[src/mpg_pkg.sv]
package mpg_pkg;
    localparam int           PIN_COUNT       = 8;
    localparam int           ADDR_WIDTH      = 6;
    // ****************************************
    // Register byte offsets from the port base
    // ****************************************
    localparam logic [5:0]   OFS_PIN_DATA    = 6'h00;
    localparam logic [5:0]   OFS_OUT_EN      = 6'h04;
    localparam logic [5:0]   OFS_FUNC_SEL    = 6'h08;
    localparam logic [5:0]   OFS_OPEN_DRAIN  = 6'h28;
    localparam logic [5:0]   OFS_PULL_UP     = 6'h2c;
    localparam logic [5:0]   OFS_PULL_DOWN   = 6'h30;
    localparam logic [5:0]   OFS_INPUT_EN    = 6'h38;
    // ****************************************
    // Reset values and field layout
    // ****************************************
    localparam logic [7:0]   RST_PORT_REG    = 8'h00;
    localparam int           DATA_LSB        = 0;
    localparam int           DATA_MSB        = 7;
    localparam int           FUNC_EMG_BIT    = 6;
    localparam int           FUNC_OVV_BIT    = 7;
    localparam logic [31:0]  UNMAPPED_READ   = 32'h0000_0000;

    typedef enum logic [0:0] {
        MPG_BUS_IDLE = 1'b0,
        MPG_BUS_DONE = 1'b1
    } mpg_bus_state_e;
endpackage

[src/mpg_cfg_if.sv]
`timescale 1ns/100ps
interface mpg_cfg_if;
    logic [7:0] out_en;
    logic [7:0] func_sel;
    logic [7:0] open_drain;
    logic [7:0] pull_up;
    logic [7:0] pull_down;
    logic [7:0] input_en;
    logic [7:0] pin_data;

    modport regs (
        output out_en, func_sel, open_drain, pull_up, pull_down, input_en, pin_data
    );
    modport pads (
        input  out_en, func_sel, open_drain, pull_up, pull_down, input_en, pin_data
    );
endinterface

[src/mpg_port.sv]
// The Avalon-MM interface to the registers was chosen for this implementation.
`timescale 1ns/100ps
// Contract
// Eight pins, direction set per bit
// Reset leaves every pin disabled port pin
// Data, enable, function, open-drain offsets decoded
// Pull-up, pull-down, input-enable offsets decoded
// Data in bits 7-0, upper bits zero
// Output-enable bit 1 turns driver on
// Function bit selects port or motor use
// Open-drain bit picks open-drain over push-pull
// Pull-up bit enables internal pull-up
// Pull-down bit enables internal pull-down
// Input-enable bit passes or blocks input
// Enabled port pin drives data bit
module mpg_port (
    // Clock and reset
    input  wire logic        clk_in,
    input  wire logic        reset_n_in,
    // Avalon-MM slave
    input  wire logic [5:0]  avs_address_in,
    input  wire logic        avs_read_in,
    input  wire logic        avs_write_in,
    input  wire logic [31:0] avs_writedata_in,
    input  wire logic [3:0]  avs_byteenable_in,
    output logic      [31:0] avs_readdata_out,
    output logic             avs_waitrequest_out,
    // Motor unit
    input  wire logic        phase_u_in,
    input  wire logic        phase_x_in,
    input  wire logic        phase_v_in,
    input  wire logic        phase_y_in,
    input  wire logic        phase_w_in,
    input  wire logic        phase_z_in,
    output logic             emergency_out,
    output logic             overvoltage_out,
    // Pins
    input  wire logic [7:0]  pin_in,
    output logic      [7:0]  pin_out,
    output logic      [7:0]  pin_oe_out,
    output logic      [7:0]  pull_up_out,
    output logic      [7:0]  pull_down_out
);
    mpg_cfg_if cfg ();

    mpg_pkg::mpg_bus_state_e state;
    mpg_pkg::mpg_bus_state_e next_state;

    logic [7:0] pin_data_reg;
    logic [7:0] output_enable_reg;
    logic [7:0] function_select_reg;
    logic [7:0] open_drain_reg;
    logic [7:0] pull_up_reg;
    logic [7:0] pull_down_reg;
    logic [7:0] input_enable_reg;
    logic [7:0] pin_level;
    logic [7:0] emg_ovv_gate;

    wire        access;
    wire        wr_take;
    wire        rd_take;
    wire        lane0;
    wire        hit_data;
    wire        hit_oe;
    wire        hit_func;
    wire        hit_od;
    wire        hit_pu;
    wire        hit_pd;
    wire        hit_ie;
    wire [7:0]  wbyte;
    wire [7:0]  pin_data_view;
    wire [31:0] next_readdata;
    wire [5:0]  phase_bus;

    // ****************************************
    // Address decode
    // ****************************************
    function automatic logic hit(input logic [5:0] addr, input logic [5:0] ofs);
        hit = (addr == ofs);
    endfunction

    assign hit_data = hit(avs_address_in, mpg_pkg::OFS_PIN_DATA);
    assign hit_oe   = hit(avs_address_in, mpg_pkg::OFS_OUT_EN);
    assign hit_func = hit(avs_address_in, mpg_pkg::OFS_FUNC_SEL);
    assign hit_od   = hit(avs_address_in, mpg_pkg::OFS_OPEN_DRAIN);
    assign hit_pu   = hit(avs_address_in, mpg_pkg::OFS_PULL_UP);
    assign hit_pd   = hit(avs_address_in, mpg_pkg::OFS_PULL_DOWN);
    assign hit_ie   = hit(avs_address_in, mpg_pkg::OFS_INPUT_EN);

    // ****************************************
    // Bus handshake: one wait cycle, answer in the second
    // ****************************************
    assign access     = avs_read_in | avs_write_in;
    assign next_state = (state == mpg_pkg::MPG_BUS_IDLE && access) ?
                        mpg_pkg::MPG_BUS_DONE : mpg_pkg::MPG_BUS_IDLE;
    assign avs_waitrequest_out = access & (state == mpg_pkg::MPG_BUS_IDLE);
    assign wr_take    = avs_write_in & (state == mpg_pkg::MPG_BUS_DONE);
    assign rd_take    = avs_read_in & (state == mpg_pkg::MPG_BUS_IDLE);
    // Only the low lane carries bits; writes with lane 0 off store nothing
    assign lane0      = avs_byteenable_in[0];
    assign wbyte      = avs_writedata_in[mpg_pkg::DATA_MSB:mpg_pkg::DATA_LSB];

    // Input pins read their sampled level, output pins the data register
    assign pin_data_view = (pin_data_reg & output_enable_reg) |
                           (pin_level & ~output_enable_reg);

    assign next_readdata =
        hit_data ? {24'h000000, pin_data_view}       :
        hit_oe   ? {24'h000000, output_enable_reg}   :
        hit_func ? {24'h000000, function_select_reg} :
        hit_od   ? {24'h000000, open_drain_reg}      :
        hit_pu   ? {24'h000000, pull_up_reg}         :
        hit_pd   ? {24'h000000, pull_down_reg}       :
        hit_ie   ? {24'h000000, input_enable_reg}    :
                   mpg_pkg::UNMAPPED_READ;

    always_ff @(posedge clk_in) begin
        if (!reset_n_in) begin
            state            <= mpg_pkg::MPG_BUS_IDLE;
            avs_readdata_out <= 32'h0000_0000;
        end else begin
            case (state)
                mpg_pkg::MPG_BUS_IDLE: begin
                    state <= next_state;
                end
                mpg_pkg::MPG_BUS_DONE: begin
                    state <= next_state;
                end
                default: begin
                    state <= mpg_pkg::MPG_BUS_IDLE;
                end
            endcase
            if (rd_take) begin
                avs_readdata_out <= next_readdata;
            end
        end
    end

    // ****************************************
    // Configuration registers
    // ****************************************
    always_ff @(posedge clk_in) begin
        if (!reset_n_in) begin
            pin_data_reg        <= mpg_pkg::RST_PORT_REG;
            output_enable_reg   <= mpg_pkg::RST_PORT_REG;
            function_select_reg <= mpg_pkg::RST_PORT_REG;
            open_drain_reg      <= mpg_pkg::RST_PORT_REG;
            pull_up_reg         <= mpg_pkg::RST_PORT_REG;
            pull_down_reg       <= mpg_pkg::RST_PORT_REG;
            input_enable_reg    <= mpg_pkg::RST_PORT_REG;
        end else if (wr_take && lane0) begin
            if (hit_data) begin
                pin_data_reg <= wbyte;
            end
            if (hit_oe) begin
                output_enable_reg <= wbyte;
            end
            if (hit_func) begin
                function_select_reg <= wbyte;
            end
            if (hit_od) begin
                open_drain_reg <= wbyte;
            end
            if (hit_pu) begin
                pull_up_reg <= wbyte;
            end
            if (hit_pd) begin
                pull_down_reg <= wbyte;
            end
            if (hit_ie) begin
                input_enable_reg <= wbyte;
            end
        end
    end

    assign cfg.out_en     = output_enable_reg;
    assign cfg.func_sel   = function_select_reg;
    assign cfg.open_drain = open_drain_reg;
    assign cfg.pull_up    = pull_up_reg;
    assign cfg.pull_down  = pull_down_reg;
    assign cfg.input_en   = input_enable_reg;
    assign cfg.pin_data   = pin_data_reg;

    // Pin order of the phases is U, X, V, Y, W, Z, not the unit's U, V, W order
    assign phase_bus = {phase_z_in, phase_w_in, phase_y_in,
                        phase_v_in, phase_x_in, phase_u_in};

    // ****************************************
    // Pads
    // ****************************************
    mpg_pad_mux u_pads (
        .clk_in        (clk_in),
        .reset_n_in    (reset_n_in),
        .cfg           (cfg),
        .phase_in      (phase_bus),
        .pin_in        (pin_in),
        .pin_out       (pin_out),
        .pin_oe_out    (pin_oe_out),
        .pull_up_out   (pull_up_out),
        .pull_down_out (pull_down_out),
        .pin_level_out (pin_level)
    );

    // Protection inputs reach the motor unit only when the pin is handed over
    assign emg_ovv_gate = pin_level & function_select_reg;
    always_ff @(posedge clk_in) begin
        if (!reset_n_in) begin
            emergency_out   <= 1'b0;
            overvoltage_out <= 1'b0;
        end else begin
            emergency_out   <= emg_ovv_gate[mpg_pkg::FUNC_EMG_BIT];
            overvoltage_out <= emg_ovv_gate[mpg_pkg::FUNC_OVV_BIT];
        end
    end
endmodule

[src/mpg_pad_mux.sv]
`timescale 1ns/100ps
module mpg_pad_mux (
    // Clock and reset
    input  wire logic        clk_in,
    input  wire logic        reset_n_in,
    // Configuration
    mpg_cfg_if.pads          cfg,
    // Motor unit
    input  wire logic [5:0]  phase_in,
    // Pins
    input  wire logic [7:0]  pin_in,
    output logic      [7:0]  pin_out,
    output logic      [7:0]  pin_oe_out,
    output logic      [7:0]  pull_up_out,
    output logic      [7:0]  pull_down_out,
    // Sampled pin levels
    output logic      [7:0]  pin_level_out
);
    logic [7:0] sync_a;
    logic [7:0] sync_b;
    logic [7:0] sync_c;
    logic [7:0] level;
    logic [7:0] drive_val;
    logic [7:0] drive_en;
    wire  [7:0] next_level;

    // ****************************************
    // Output path per pin
    // ****************************************
    genvar g;
    generate
        for (g = 0; g < mpg_pkg::PIN_COUNT; g++) begin : g_pin
            // Pins 6 and 7 are motor inputs, so they never take a phase value
            if (g < 6) begin : g_phase
                assign drive_val[g] = cfg.func_sel[g] ? phase_in[g] : cfg.pin_data[g];
            end else begin : g_noph
                assign drive_val[g] = cfg.pin_data[g];
            end
            // Open drain only pulls low; a high is left to the pull-up
            assign drive_en[g] = cfg.out_en[g] &
                                 (~cfg.open_drain[g] | ~drive_val[g]);
        end
    endgenerate

    assign next_level = (sync_b == sync_c) ? (sync_c & cfg.input_en) : (level & cfg.input_en);

    always_ff @(posedge clk_in) begin
        if (!reset_n_in) begin
            sync_a        <= mpg_pkg::RST_PORT_REG;
            sync_b        <= mpg_pkg::RST_PORT_REG;
            sync_c        <= mpg_pkg::RST_PORT_REG;
            level         <= mpg_pkg::RST_PORT_REG;
            pin_out       <= mpg_pkg::RST_PORT_REG;
            pin_oe_out    <= mpg_pkg::RST_PORT_REG;
            pull_up_out   <= mpg_pkg::RST_PORT_REG;
            pull_down_out <= mpg_pkg::RST_PORT_REG;
        end else begin
            sync_a        <= pin_in;
            sync_b        <= sync_a;
            sync_c        <= sync_b;
            level         <= next_level;
            pin_out       <= drive_val;
            pin_oe_out    <= drive_en;
            pull_up_out   <= cfg.pull_up;
            pull_down_out <= cfg.pull_down;
        end
    end

    assign pin_level_out = level;
endmodule

[config.mk]
export PLATFORM = sky130hd
export DESIGN_NAME = mpg_port
export DESIGN_NICKNAME = d
export VERILOG_FILES = /design/src/mpg_pkg.sv /design/src/mpg_cfg_if.sv /design/src/mpg_port.sv /design/src/mpg_pad_mux.sv
export SDC_FILE = /design/constraint.sdc
export NUM_CORES = 1
export LEC_CHECK = 0
export ABC_AREA = 1
export ABC_CLOCK_PERIOD_IN_PS = 1700
export BUFFER_PORTS_ARGS = -buffer_cell sky130_fd_sc_hd__buf_2
export CAP_MARGIN = 20
export CELL_PAD_IN_SITES_DETAIL_PLACEMENT = 0
export CELL_PAD_IN_SITES_GLOBAL_PLACEMENT = 1
export CORE_ASPECT_RATIO = 1.75
export CORE_MARGIN = 2
export CORE_UTILIZATION = 33
export DETAILED_ROUTE_END_ITERATION = 7
export GPL_ROUTABILITY_DRIVEN = 1
export GPL_TIMING_DRIVEN = 1
export PLACE_DENSITY = 0.71
export SYNTH_ARGS = -nofsm -noshare
export SYNTH_HDL_FRONTEND = slang
export SYNTH_SLANG_ARGS = --single-unit
[constraint.sdc]
create_clock -name clk_in -period 1.7 [get_ports clk_in]
set_input_delay 0.34 -clock clk_in [delete_from_list [all_inputs] [get_ports clk_in]]
set_output_delay 0.34 -clock clk_in [all_outputs]
set_load 0.005 [all_outputs]
==> out/metrics.cfg <==
[pwr]
power_density_nw_per_um2 = 1120
pwr-share-comb_pct = 4.8
p_clk_share_pct = 52.0
vdd.ir_drop.worst_mv = 0.604
p_sw_share_pct = 22.7
p_switching_mw = 1.63
p_int_mw = 5.57
seq_power_share_pct = 43.2
p_leak_nw = 3.10

[clock_tree]
cts.sinks = 131
cts_tree = built
postCtsSetupBuffers = 0
cts.repair.resized = 0
postCtsHoldBufs = 0
clk_latency_ns = 0.41
clk_pin_slew_ns = 0.06
clk_path_buf_depth = 2
htree_levels = 4
cts_inserted_buffers = 17
clockRootBuffer = clkbuf_16

[global_routing]
grt_usage_pct = 16.3
grt-ovfl-total = 0
grt_max_degree = 83
grt_pass1_wl_mm = 21.3
grt_antenna_before_repair = 0
grt_pass1_vias = 4285

[routing]
num_vias = 4533
drc = 0
first_pass_iters = 5
drt_wl_total_mm = 13.7
viasPerCell = 4.67
routedWlPerCell_um = 14.1
drtIter0Drc = 206
drtAntennaViolNets = 0

[setup_path]
endpoint_kind = flop
r2r_start = u_pads.sync_b[7]
worstSetupPathType = flop to flop
cp_max_fo = 8
timing.rr.end = u_pads.pin_level_out[0]
startpoint_type = flop
critPathLaunch = u_pads.sync_b[7]
worst_ep_required_time_ns = 2.03
r2r_setup_slack_ns = 0.29
ff2ff_path_depth = 8
cp-endpoint = u_pads.pin_level_out[0]
worstPathArrival_ns = 1.74

[die]
die_width_um = 99.0
fp-row-count = 60
io_pins = 127
die_h_um = 170
dieArea_sq_um = 16800
start_util_pct = 33.8
core-area_sq_um = 15400

[logic_synthesis]
yosys-top-cells-area = dfxtp_1 50%, nor2_1 9.9%, nand2_1 7.7%
syn_inst = 676
synthTopCellsByCount = 137 x nor2_1, 131 x dfxtp_1, 107 x nand2_1
synth_area_sq_um = 5210
synth_top_area_share_pct = 50.4
synth-main-ff-cell = dfxtp_1
yosys.area.top_type = dfxtp_1
ys_seq_area_share_pct = 50.4
yosysMostFrequentCell = nor2_1
ys_ff_latch = 131
avgSynthCellArea_sq_um = 7.70
synth_edf_count = 0
synth.distinct_cells = 34
synthArstFlopShare_pct = 0
yosysWarnings = 0

[timing]
grt_setup_unrepaired = false
skew_ns = 0.00876
report.final.slew_viol_count = 0
max_freq_ghz = 0.707
period_needed_ns = 1.41
finalSetupTns_ns = 0
hold_viol = 0
fin_ws_ns = 0.286
hold_ws_ns = 0.107
setup_violations = 0
period_share_pct = 83.2

[flow_run]
drv_cap = 0

[final_layout]
layout.cells.non_filler = 970
syn2layout_area_growth_pct = 23.8
seq_area_sq_um = 2620
multi_input_area_sq_um = 2090
fillers = 1579
antenna_cells = 0
finish.net_count = 831
drive_gt1_share_pct = 19.9
utilization_pct = 41.9

[run_status]
status = complete, no violations

[place]
pre_cts_ws_ns = 0.0875
gp_congestion = 0.850
hpwl_mm = 10.1
io_buffer_count = 75
placedCellCount = 938

[min_path]
hp-class = input pin to flop

==> cells by family (layout without fill, tap and decap cells) <==
| group | Yosys count | in the layout | synth area share [%] |
|---|---|---|---|
| buf+inv | 127 | 212 | 11.2 |
| other cells | 1 | 24 | 0.0720 |
| simple gates | 297 | 297 | 24.6 |
| flops | 131 | 131 | 50.4 |
| xor+xnor | 4 | 4 | 0.673 |
| compound gates | 104 | 104 | 10.7 |
| mux | 12 | 12 | 2.43 |
==> power groups by stage <==
stage	clock network, mW	registers [mW]	logic, mW
after global routing	3.97	3.11	0.386
after global placement	0	3.18	0.341
after CTS	3.83	3.11	0.348
after detailed placement	0	3.18	0.347
after floorplan	0	3.18	0.235
final	3.75	3.11	0.347
==> worst min-delay path by stage <==
stage,from,end,slack (ns),cells after the start
3_5_place_dp,u_pads.sync_a[3],u_pads.sync_b[3],0.40,2
5_1_grt,pin_in[0],u_pads.sync_a[0],0.11,3
4_1_cts,pin_in[0],u_pads.sync_a[0],0.09,3
3_3_place_gp,u_pads.sync_a[0],u_pads.sync_b[0],0.39,2
6_report,pin_in[1],u_pads.sync_a[1],0.11,3
2_1_floorplan,u_pads.sync_a[0],u_pads.sync_b[0],0.39,2
==> layer usage <==
layer	vias to the layer above	part of all wire, %	track usage (%)
li1	2287	-	-
met1	2074	40	18.0
met2	145	52	29.4
met3	27	4.8	3.98
met4	0	3.1	7.21
met5	-	0	0
==> cells in the final DEF (no fill, tap or decap), drive strengths merged <==
| cell type | instances |
|---|---|
| a211oi | 2 |
| a21oi | 29 |
| a31oi | 1 |
| buf | 99 |
| bufinv | 3 |
| clkbuf | 18 |
| clkinv | 5 |
| clkinvlp | 3 |
| conb | 24 |
| dfxtp | 131 |
| inv | 84 |
| mux2 | 5 |
| mux2i | 7 |
| nand2 | 110 |
| nand3 | 1 |
| nand3b | 1 |
| nand4 | 26 |
| nor2 | 143 |
| nor3 | 12 |
| o211ai | 9 |
| o21ai | 63 |
| or2 | 4 |
| xnor2 | 2 |
| xor2 | 2 |
==> worst max-delay path, cell delays in order, from the launching register on <==
cell and delay, ns:
dfxtp_1 0.31, inv_1 0.06, or2_2 0.10, nand4_1 0.11, nor2_1 0.17, nand2_1 0.08, inv_1 0.28, nor2_1 0.08
nor3_1 0.14
==> through the flow <==
step	cell area, sq um	power [mW]
3_5_place_dp	5830	3.53
5_1_grt	6440	7.47
3_3_place_gp	5830	3.52
4_1_cts	6440	7.29
6_report	6440	7.21
2_1_floorplan	5290	3.41
==> area by class of cell <==
cell class	count	share of cell area [%]
repair buffers	99	9.01
clock inverters	14	2.78
clock buffers	18	6.81
multi-input cells	441	32.4
inverters	81	4.72
flip-flops and latches	131	40.7
well taps	186	3.61
No activity file was read; power rests on OpenSTA's default activity.
